$ cat src/dur_pkg.sv
// Contract
// - Type code 01 pressure, 11 temperature
// - Polarity 0: open-drain, active high, pull-down
// - Polarity 1: open-drain, active low, pull-up
// - Config four at 43h, resets zero, bit2
// - Config four and five integrity checked; five only on bits 3:0, its self-test code is not checked
// - Config five at 44h, self-test bits 7:4
// - Codes 0000, 0001, 1100-1110 functions
// - Codes 0100-0111 inhibit, show fixed patterns
package dur_pkg;
   localparam logic [7:0] ADDR_CFG_THREE = 8'h42;
   localparam logic [7:0] ADDR_CFG_FOUR = 8'h43;
   localparam logic [7:0] ADDR_CFG_FIVE = 8'h44;
   localparam logic [7:0] RESET_CFG = 8'h00;
   localparam logic [7:0] READ_UNMAPPED = 8'h00;
   localparam int TYPE_LSB = 2;
   localparam int INT_POL_BIT = 2;
   localparam int ST_LSB = 4;
   localparam int ST_RES_MSB = 3;
   localparam logic [1:0] TYPE_PRESSURE = 2'h1;
   localparam logic [1:0] TYPE_TEMPERATURE = 2'h3;
   localparam logic [3:0] ST_NORMAL = 4'h0;
   localparam logic [3:0] ST_CM_VERIFY = 4'h1;
   localparam logic [3:0] ST_PAT_ZERO = 4'h4;
   localparam logic [3:0] ST_PAT_A = 4'h5;
   localparam logic [3:0] ST_PAT_5 = 4'h6;
   localparam logic [3:0] ST_PAT_F = 4'h7;
   localparam logic [3:0] ST_DIG_0 = 4'hC;
   localparam logic [3:0] ST_DIG_1 = 4'hD;
   localparam logic [3:0] ST_DIG_2 = 4'hE;
   localparam logic [15:0] PAT_ZERO = 16'h0000;
   localparam logic [15:0] PAT_A = 16'hAAAA;
   localparam logic [15:0] PAT_5 = 16'h5555;
   localparam logic [15:0] PAT_F = 16'hFFFF;
   localparam logic [15:0] DIG_0 = 16'h8171;
   localparam logic [15:0] DIG_1 = 16'h6C95;
   localparam logic [15:0] DIG_2 = 16'h807A;
   typedef enum {DUR_SRC_HOLD, DUR_SRC_LIVE, DUR_SRC_FIXED} dur_src_t;
endpackage
$ cat src/dur_guard_if.sv
`timescale 1ns/1ps
// Word under integrity watch, its load strobe and the mismatch flag
interface dur_guard_if #(parameter int W = 8);
   logic [W-1:0] data;
   logic load;
   logic error;
   modport owner (output data, output load, input error);
   modport guard (input data, input load, output error);
endinterface

$ cat src/dur_config_regs.sv
`timescale 1ns/1ps
module dur_config_regs
   import dur_pkg::*;
#(
   parameter int RW = 16
) (
   input wire logic i_mclk, // 100 MHz clock
   input wire logic i_reset_n, // Async reset, active low
   input wire logic i_wr_en, // Register write strobe
   input wire logic i_rd_en, // Register read strobe
   input wire logic [7:0] i_addr, // Register address
   input wire logic [7:0] i_wdata, // Write data
   output logic [7:0] o_rdata, // Read data, registered
   input wire logic [RW-1:0] i_absolute_pressure, // Pressure result
   input wire logic [RW-1:0] i_temperature, // Temperature result
   input wire logic i_dsp_valid, // New processing result
   output logic [7:0] o_second_result_low_byte, // Result low byte
   output logic [7:0] o_second_result_high_byte, // Result high byte
   output logic o_cm_verify, // Common-mode check active
   output logic [1:0] o_digital_test, // Digital test number
   output logic o_digital_test_en, // Digital test active
   output logic o_self_test_reserved, // Reserved code written
   input wire logic i_int_req, // Interrupt event level
   output logic o_int_out, // Interrupt pin drive level
   output logic o_int_oe, // Interrupt pin enable
   output logic o_int_pull_up, // Weak pull-up enable
   output logic o_int_pull_down, // Weak pull-down enable
   output logic o_array_error // Register integrity fault
);
   import dur_pkg::*;

   logic rst_meta;
   logic rst_n;
   logic [7:0] cfg_three;
   logic [7:0] cfg_four;
   logic [7:0] cfg_five;
   logic [RW-1:0] result;
   logic [RW-1:0] next_result;
   dur_src_t src;
   logic load_four;
   logic load_five;

   // Reset enters asynchronously but is released on the clock
   always_ff @(posedge i_mclk or negedge i_reset_n)
   begin
      if (!i_reset_n)
      begin
         rst_meta <= 1'b0;
         rst_n <= 1'b0;
      end
      else
      begin
         rst_meta <= 1'b1;
         rst_n <= rst_meta;
      end
   end

   // Address decode
   wire logic wr_three = i_wr_en && (i_addr == ADDR_CFG_THREE);
   wire logic wr_four = i_wr_en && (i_addr == ADDR_CFG_FOUR);
   wire logic wr_five = i_wr_en && (i_addr == ADDR_CFG_FIVE);

   // Configuration storage; all fields clear at reset
   always_ff @(posedge i_mclk or negedge rst_n)
   begin
      if (!rst_n)
      begin
         cfg_three <= RESET_CFG;
         cfg_four <= RESET_CFG;
         cfg_five <= RESET_CFG;
      end
      else
      begin
         if (wr_three)
            cfg_three <= i_wdata;
         if (wr_four)
            cfg_four <= i_wdata;
         if (wr_five)
            cfg_five <= i_wdata;
      end
   end

   // Read mux; unmapped addresses answer zero
   wire logic [7:0] rd_mux =
      (i_addr == ADDR_CFG_THREE) ? cfg_three :
      (i_addr == ADDR_CFG_FOUR) ? cfg_four :
      (i_addr == ADDR_CFG_FIVE) ? cfg_five : READ_UNMAPPED;

   always_ff @(posedge i_mclk or negedge rst_n)
   begin
      if (!rst_n)
         o_rdata <= READ_UNMAPPED;
      else if (i_rd_en)
         o_rdata <= rd_mux;
   end

   // Field extraction
   wire logic [1:0] type_sel = cfg_three[TYPE_LSB +: 2];
   wire logic int_pol = cfg_four[INT_POL_BIT];
   wire logic [3:0] st_sel = cfg_five[ST_LSB +: 4];

   // Self-test code decode
   wire logic st_pattern = (st_sel[3:2] == ST_PAT_ZERO[3:2]);
   wire logic st_digital = (st_sel == ST_DIG_0) || (st_sel == ST_DIG_1)
      || (st_sel == ST_DIG_2);
   wire logic st_live = (st_sel == ST_NORMAL) || (st_sel == ST_CM_VERIFY);
   // Reserved codes fall back to live data so the path keeps running
   wire logic st_reserved = !st_pattern && !st_digital && !st_live;
   wire logic [RW-1:0] fixed_word =
      (st_sel == ST_PAT_A) ? PAT_A[RW-1:0] :
      (st_sel == ST_PAT_5) ? PAT_5[RW-1:0] :
      (st_sel == ST_PAT_F) ? PAT_F[RW-1:0] :
      (st_sel == ST_DIG_0) ? DIG_0[RW-1:0] :
      (st_sel == ST_DIG_1) ? DIG_1[RW-1:0] :
      (st_sel == ST_DIG_2) ? DIG_2[RW-1:0] : PAT_ZERO[RW-1:0];
   wire logic type_ok = (type_sel == TYPE_PRESSURE)
      || (type_sel == TYPE_TEMPERATURE);

   // Source of the second result pair
   always_comb
   begin
      if (st_pattern || st_digital)
         src = DUR_SRC_FIXED;
      else if (i_dsp_valid && type_ok)
         src = DUR_SRC_LIVE;
      else
         src = DUR_SRC_HOLD;
   end

   always_comb
   begin
      unique case (src)
         DUR_SRC_FIXED: next_result = fixed_word;
         DUR_SRC_LIVE: next_result = (type_sel == TYPE_TEMPERATURE) ?
            i_temperature : i_absolute_pressure;
         DUR_SRC_HOLD: next_result = result;
      endcase
   end

   // Undefined type codes leave the pair unchanged outside the pattern and digital self-test codes
   always_ff @(posedge i_mclk or negedge rst_n)
   begin
      if (!rst_n)
         result <= '0;
      else
         result <= next_result;
   end

   assign o_second_result_low_byte = result[7:0];
   assign o_second_result_high_byte = result[15:8];

   // Self-test status outputs straight from the stored code
   assign o_cm_verify = (st_sel == ST_CM_VERIFY);
   assign o_digital_test_en = st_digital;
   assign o_digital_test = st_sel[1:0];
   assign o_self_test_reserved = st_reserved;

   // Open-drain pin: drive only while asserted, weak pull to idle
   assign o_int_out = !int_pol;
   assign o_int_oe = i_int_req;
   assign o_int_pull_down = !int_pol;
   assign o_int_pull_up = int_pol;

   // Integrity watch; self-test code stays outside the check
   dur_guard_if #(.W(8)) g_four ();
   dur_guard_if #(.W(8)) g_five ();
   // Parity is taken one cycle after a write, once the new word is stored;
   // taking it on the write edge would capture the old contents instead
   always_ff @(posedge i_mclk or negedge rst_n)
   begin
      if (!rst_n)
      begin
         load_four <= 1'b0;
         load_five <= 1'b0;
      end
      else
      begin
         load_four <= wr_four;
         load_five <= wr_five;
      end
   end

   assign g_four.data = cfg_four;
   assign g_four.load = load_four;
   assign g_five.data = {4'h0, cfg_five[ST_RES_MSB:0]};
   assign g_five.load = load_five;

   dur_parity_guard #(.W(8)) u_guard_four (
      .i_clk(i_mclk),
      .i_rst_n(rst_n),
      .g(g_four)
   );
   dur_parity_guard #(.W(8)) u_guard_five (
      .i_clk(i_mclk),
      .i_rst_n(rst_n),
      .g(g_five)
   );
   assign o_array_error = g_four.error || g_five.error;

   // A plain write must never leave the integrity check complaining
   a_guard_write: assert property (@(posedge i_mclk) disable iff (!rst_n)
      wr_four ##1 !wr_four ##1 !wr_four |-> !g_four.error)
      else $error("config four flagged after a clean write");

   a_type_pressure: assert property (@(posedge i_mclk) disable iff (!rst_n)
      (i_dsp_valid && st_live && type_sel == TYPE_PRESSURE)
      |=> result == $past(i_absolute_pressure))
      else $error("pressure not placed in second pair");
   a_type_temp: assert property (@(posedge i_mclk) disable iff (!rst_n)
      (i_dsp_valid && st_live && type_sel == TYPE_TEMPERATURE)
      |=> result == $past(i_temperature))
      else $error("temperature not placed in second pair");
   a_int_high: assert property (@(posedge i_mclk) disable iff (!rst_n)
      !cfg_four[INT_POL_BIT] |-> o_int_out && o_int_pull_down
      && !o_int_pull_up && (o_int_oe == i_int_req))
      else $error("active high pin mode wrong");
   a_int_low: assert property (@(posedge i_mclk) disable iff (!rst_n)
      cfg_four[INT_POL_BIT] |-> !o_int_out && o_int_pull_up
      && !o_int_pull_down)
      else $error("active low pin mode wrong");
   a_cfg_four_write: assert property (@(posedge i_mclk) disable iff (!rst_n)
      (i_wr_en && i_addr == ADDR_CFG_FOUR) ##1 (i_rd_en
      && i_addr == ADDR_CFG_FOUR) |=> o_rdata == $past(i_wdata, 2))
      else $error("config four readback mismatch");
   a_st_field: assert property (@(posedge i_mclk) disable iff (!rst_n)
      (i_wr_en && i_addr == ADDR_CFG_FIVE)
      |=> o_cm_verify == ($past(i_wdata[7:4]) == ST_CM_VERIFY))
      else $error("self-test field not taken from bits 7:4");
   a_st_digital: assert property (@(posedge i_mclk) disable iff (!rst_n)
      (st_sel == ST_DIG_1) ##1 (st_sel == ST_DIG_1)
      |-> result == DIG_1[RW-1:0])
      else $error("digital test word wrong");
   a_st_pattern: assert property (@(posedge i_mclk) disable iff (!rst_n)
      (st_sel == ST_PAT_A) [*2] |-> result == PAT_A[RW-1:0]
      ##1 (st_sel != ST_PAT_A || $stable(result)))
      else $error("fixed pattern not held");
   a_st_reserved: assert property (@(posedge i_mclk) disable iff (!rst_n)
      (st_sel == 4'h2 || st_sel == 4'h9 || st_sel == 4'hF)
      |-> o_self_test_reserved && !o_digital_test_en)
      else $error("reserved code not flagged");
endmodule // dur_config_regs

$ cat src/dur_parity_guard.sv
`timescale 1ns/1ps
// Keeps a parity copy of a register; flags any later disagreement
module dur_parity_guard #(
   parameter int W = 8
) (
   input wire logic i_clk, // System clock
   input wire logic i_rst_n, // Synchronised reset, active low
   dur_guard_if.guard g // Watched word
);
   logic ref_par;
   wire logic live_par = ^g.data;

   // Reference parity follows only deliberate writes
   always_ff @(posedge i_clk or negedge i_rst_n)
   begin
      if (!i_rst_n)
         ref_par <= 1'b0;
      else if (g.load)
         ref_par <= live_par;
   end

   // Error is a level: it stays while the stored word is corrupt
   assign g.error = !g.load && (ref_par != live_par);

   a_parity_mismatch: assert property (@(posedge i_clk) disable iff (!i_rst_n)
      (!g.load && (ref_par != ^g.data)) |-> g.error)
      else $error("corrupt word not flagged");
   // Reference must come from the word as stored at the load
   a_parity_capture: assert property (@(posedge i_clk) disable iff (!i_rst_n)
      g.load ##1 $stable(g.data) |-> !g.error)
      else $error("reference parity not taken from stored word");
endmodule // dur_parity_guard

$ cat config.mk
export PLATFORM = sky130hd
export DESIGN_NAME = dur_config_regs
export DESIGN_NICKNAME = d
export VERILOG_FILES = /design/src/dur_pkg.sv /design/src/dur_guard_if.sv /design/src/dur_config_regs.sv /design/src/dur_parity_guard.sv
export SDC_FILE = /design/constraint.sdc
export NUM_CORES = 1
export LEC_CHECK = 0
export BUFFER_PORTS_ARGS = -buffer_cell sky130_fd_sc_hd__buf_2
export CORE_ASPECT_RATIO = 1.2
export CORE_UTILIZATION = 40
export DETAILED_ROUTE_END_ITERATION = 8
export REMOVE_ABC_BUFFERS = 1
export SKIP_LAST_GASP = 1
export SYNTH_ARGS = -nofsm -noshare
export SYNTH_HDL_FRONTEND = slang
export SYNTH_SLANG_ARGS = --single-unit
export TNS_END_PERCENT = 30
$ cat constraint.sdc
create_clock -name i_mclk -period 2.9 [get_ports i_mclk]
set_input_delay 0.58 -clock i_mclk [delete_from_list [all_inputs] [get_ports i_mclk]]
set_output_delay 0.58 -clock i_mclk [all_outputs]
set_load 0.02 [all_outputs]
* After elaboration in Yosys (flattened, before gate mapping)
Cells that the tools add are included.
** Cells by class
- Muxes and demuxes :: 13
- Div/mod/pow operators :: 0
- Add/subtract/negate cells :: 0
- Multiply operators :: 0
- Reductions and logical operators :: 24
- Bitwise operators :: 0
- Shift-type cells :: 0
- $lt $le $gt $ge :: 0
- Eq/ne operators :: 17
** Operators by type and width (number)
- 16-bit two-way mux :: 7
- 32-bit by 1-bit equality test with 1-bit output (second input constant) :: 1
- 32-bit by 2-bit equality test with 1-bit output (second input constant) :: 1
- 32-bit logical NOT :: 1
- 16-bit one-hot mux with 2 select lines :: 1
- 8-bit by 7-bit equality test with 1-bit output (second input constant) :: 3
- 8-bit two-way mux :: 3
- 8-bit parity :: 2
- 4-bit by 3-bit equality test with 1-bit output (second input constant) :: 3
- 4-bit equality test (second input constant) :: 3
- 1-bit logical AND :: 8
- 1-bit logical NOT :: 6
- 1-bit logical OR :: 6
- 2-bit by 1-bit equality test with 1-bit output (second input constant) :: 2
- 4-bit by 1-bit equality test with 1-bit output (second input constant) :: 1
- 4-bit logical NOT :: 1
- 2-bit equality test (second input constant) :: 1
- 2-bit two-way mux :: 1
- 1-bit != test :: 2
- 1-bit two-way mux :: 1
** Storage, ports and cells
- Input port bits :: 54
- Latch bits :: 0
- Memories kept :: 0
- Register bits :: 54
- RAM bits :: 0
- Memory bits (read-only) :: 0

* Logic depth before layout (Yosys ltp)
- Word-level depth :: 8
- Gate-level depth with buffers :: 6
- Mapped depth without buffers :: 4

* Hierarchy
Synthesis repeated with hierarchy kept, for this count alone.
** Unflattened totals
- Cells, all modules :: 250
- Area total of the unflattened synthesis :: 2845.2 um^2
** By module, submodules not included
- dur_config_regs :: seq. area each 1301.2 um^2, instances 1, cells each 226, area each 2620.0 um^2
- dur_parity_guard :: seq. area each 25.0 um^2, instances 2, cells each 12, area each 112.6 um^2

* Least setup slack after synthesis
No wires, ideal clock.
- Kind :: register -> output
- From :: register cfg_four[4]
- To :: output o_array_error
- Data required time :: 2.320 ns
- Cell stages (with the launch flop) :: 5
- Arrival time :: 1.370 ns
- Setup slack :: 0.950 ns
- Cells stage by stage :: dfrtp_1 -> xnor2_1 -> xnor2_1 -> xnor3_1 -> o22ai_2
** Between the ends
- Cells in the longest elaborated chain, start to end :: 4
** RTL lines
- start: declaration :: RTL line dur_config_regs.sv:35 : logic [7:0] cfg_four;
- start signal: assignment :: RTL line dur_config_regs.sv:77 : cfg_four <= i_wdata;
- 8-bit parity :: RTL line dur_parity_guard.sv:11 : wire logic live_par = ^g.data;
- 1-bit != test :: RTL line dur_parity_guard.sv:23 : assign g.error = !g.load && (ref_par != live_par);
- 1-bit logical AND :: RTL line dur_parity_guard.sv:23
- 1-bit logical OR :: RTL line dur_config_regs.sv:198 : assign o_array_error = g_four.error || g_five.error;
- end: declaration :: RTL line dur_config_regs.sv:28 : output logic o_array_error
Every way passes these cells.

* Worst setup path in the final report
- From :: register cfg_four[6]
- To :: output o_array_error
Same word-level chain as after synthesis.

==> flow_metrics.py <==
metrics = {
    "run_status": {
        "result_of_the_run": "finished, final reports clean",
    },
    "flow_run": {
        "timing.max_cap.violations": 0,
    },
    "floorplan": {
        "initial_core_util_pct": 41.5,
        "die-width_um": 78.7,
        "floorplan.core_area_um2": 6810,
        "design.portCount": 88,
        "fp-row-count": 33,
        "die_height_um": 94.1,
        "fp.dieArea_um2": 7410,
    },
    "place": {
        "globalplace.congestion": 0.790,
        "post-place-ws_ns": 0.826,
        "number_of_buffers_inserted_by_port_buffering": 85,
        "dpl.cell_count": 407,
        "dpl.hpwl_um": 4660,
    },
    "routing": {
        "dr.first_iter.drc_count": 41,
        "drc_violations": 0,
        "drt-wirelength-per-cell_um": 15.4,
        "ant_nets": 0,
        "drt_pass1_iterations": 4,
        "drt-vias-per-instance": 5.22,
        "vias": 2165,
        "totalWireLength_um": 6400,
    },
    "final_layout": {
        "fraction_of_layout_instances_using_a_drive_strength_above_1_pct": 39.9,
        "multi_input_comb_area_um2": 1320,
        "area_delta_synth_final_pct": 19.0,
        "commonest_cells_after_routing_fill_and_taps_aside": "buf_2 (85), dfrtp_1 (53), mux2_2 (28)",
        "final_cells": 415,
        "final.fill_count": 662,
        "final_nets": 381,
        "most_common_library_cell_in_the_layout_ignoring_fill_and_taps": "buf_2",
        "layout.area.seq_um2": 1350,
        "layout.core_utilization_pct": 49.4,
        "insertedDiodeCount": 0,
    },
    "sta": {
        "max_freq_mhz": 411,
        "timing.setup.tns_ns": 0,
        "final-hold-violation-count": 0,
        "report.final.setup_viol": 0,
        "max_slew.worst_pin.slew_ns": 0.772,
        "drv_slew": 0,
        "max-slew-margin-rel_pct": 48.6,
        "fin_ws_ns": 0.468,
        "fin_worst_skew_ns": 0.00643,
        "finalCriticalPeriod_ns": 2.43,
        "grt_setup_unrepaired": "false",
        "period_share_pct": 83.9,
    },
    "synthesis": {
        "netlist.area_leader.share_pct": 47.8,
        "postSynthAreaPerCell_um2": 11.3,
        "synthDominantAreaCellType": "dfrtp_1",
        "synth-seq-area-share_pct": 47.8,
        "ys_ff_latch": 54,
        "synth.top_cells.by_area": "dfrtp_1 (48%), mux2_2 (11%), mux2i_1 (4.6%)",
        "synth_warnings": 0,
        "syn_inst": 251,
        "post_synth_instance_area_um2": 2830,
        "netlist-cell-type-count": 36,
    },
    "critical_path": {
        "setup.worst_path.start": "cfg_four[6]",
        "critPathCapture": "o_array_error",
        "critPathSlowestCell": "dfrtp_1",
        "crit_path_frequent_cell": "xnor2_1",
        "setup.worst_path.end_class": "output pin",
        "path_class": "register to output pin",
        "r2r-start": "cfg_three[3]",
        "timing.critical_path.fanout_max": 3,
        "critical-path-max-stage-delay_ns": 0.41,
        "rrSetupSlack_ns": 1.22,
        "reg2reg_depth": 4,
        "critical-path-top-delay-family": "XOR/XNOR gates",
        "crit_required_ns": 2.32,
        "reg2reg_to": "result[1]",
        "path_depth": 5,
        "path_buf_inv": 1,
        "crit_chain": "xnor2_1 -> xnor2_1 -> xnor3_1 -> o22ai_2 -> buf_2",
        "crit_path_start_kind": "register",
        "critical_path_arrival_ns": 1.85,
    },
    "cts": {
        "cts_buffers": 5,
        "cts_num_sinks": 54,
        "cts.reportedPaths.clkPinSlew_ns": 0.09,
        "clk_root_buffer_cell": "clkbuf_8",
        "postCtsSetupRepairBufs": 0,
        "cts_htree_levels": 2,
        "cts_hold_repair.buffers": 0,
        "tritoncts": "yes",
        "clock_latency_ns": 0.30,
        "post_cts_resize_count": 0,
        "clock_tree.buffer_depth": 2,
    },
    "global_route": {
        "wire_length_of_the_first_global_routing_pass_um": 10300,
        "globalRouteTotalUtil_pct": 18.2,
        "antenna_violations_before_repair": 0,
        "grt_overflow_total": 0,
        "maximum_number_of_pins_on_one_net_before_global_route_repair": 32,
        "grt_pass1_vias": 2084,
    },
    "worst_hold_path": {
        "holdCritPathClass": "input port to asynchronous set/reset pin",
    },
    "pwr": {
        "pwr_density_cell_nw_per_um2": 593,
        "worst_vdd_drop_mv": 0.287,
        "leakage_nw": 1.61,
        "power.total_mw": 2.00,
    },
}
==> cell families (layout without fill, tap and decap cells) <==
family,count (synthesis),in the layout,synth area share [%]
AOI/OAI and AO/OA,62,62,15.5
DFF,54,54,47.8
and+or+nand+nor,49,49,10.7
muxes,41,41,15.8
buffers and inverters,31,108,5.67
xor gates and xnor gates,13,13,4.52
other,1,1,0.133
==> layout make-up <==
type                    count  area share [%]
inverters                  11            1.23
well taps                  87            3.24
flip-flops and latches     54            40.2
multi-input cells         166            39.1
repair buffers             89            13.5
clock inverters             1           0.149
clock buffers               7            2.57
==> worst min-delay path by stage <==
stage | from | endpoint | slack [ns] | cells after the start
final | i_reset_n | rst_n | 0.05 | 1
after CTS | i_reset_n | rst_n | 0.03 | 1
after global routing | i_reset_n | rst_n | 0.03 | 1
after floorplan | i_reset_n | rst_meta | 0.28 | 0
after detailed placement | rst_meta | rst_n | 0.34 | 0
after global placement | rst_n | o_rdata[1] | 0.34 | 0
==> power by group <==
group          internal [mW]  switching (mW)  total (mW)  leakage, nW
clock                  0.193           0.234       0.428       0.0482
sequential             0.882          0.0884       0.970        0.702
combinational          0.269           0.328       0.598        0.855
==> sequential cells by signal, indices dropped and copies added (netlist names) <==
register	flops
cfg_five	8
cfg_four	8
cfg_three	8
g_five.load	1
g_four.load	1
o_rdata	8
result	16
rst_meta	1
rst_n	1
u_guard_five.ref_par	1
u_guard_four.ref_par	1
==> routing by layer <==
metal | vias to the layer above | global-route usage, % | share of wire, %
li1 | 1053 | - | -
met1 | 1038 | 22.9 | 45
met2 | 67 | 31.9 | 49
met3 | 7 | 3.01 | 5.1
met4 | 0 | 5.09 | 1.1
met5 | - | 0 | 0
==> cell usage after synthesis, drive strengths merged <==
cell type   n
xnor2      10
nor3b       1
mux2i      13
a31oi       1
a221o       1
o22ai       1
nand4b      1
o21a        1
nor2b       1
a22o        9
o2111ai     8
o32a        1
a2bb2oi     3
nand2      15
nor4        1
and4        1
o21ai      14
mux2       28
a21oi      15
xnor3       1
nor3        1
nor2       10
xor2        2
o22a        8
dfrtp      54
and2        2
buf        13
inv        11
nand2b     12
nand3       3
or3         1
clkbuf      7
conb        1
==> per-stage QoR <==
step	area, um2	hold slack [ns]
2_1_floorplan	2710	0.284
3_3_place_gp	3270	0.341
3_5_place_dp	3270	0.341
4_1_cts	3360	0.0337
5_1_grt	3360	0.0300
6_report	3360	0.0453
Power figures use the tool's default switching activity.
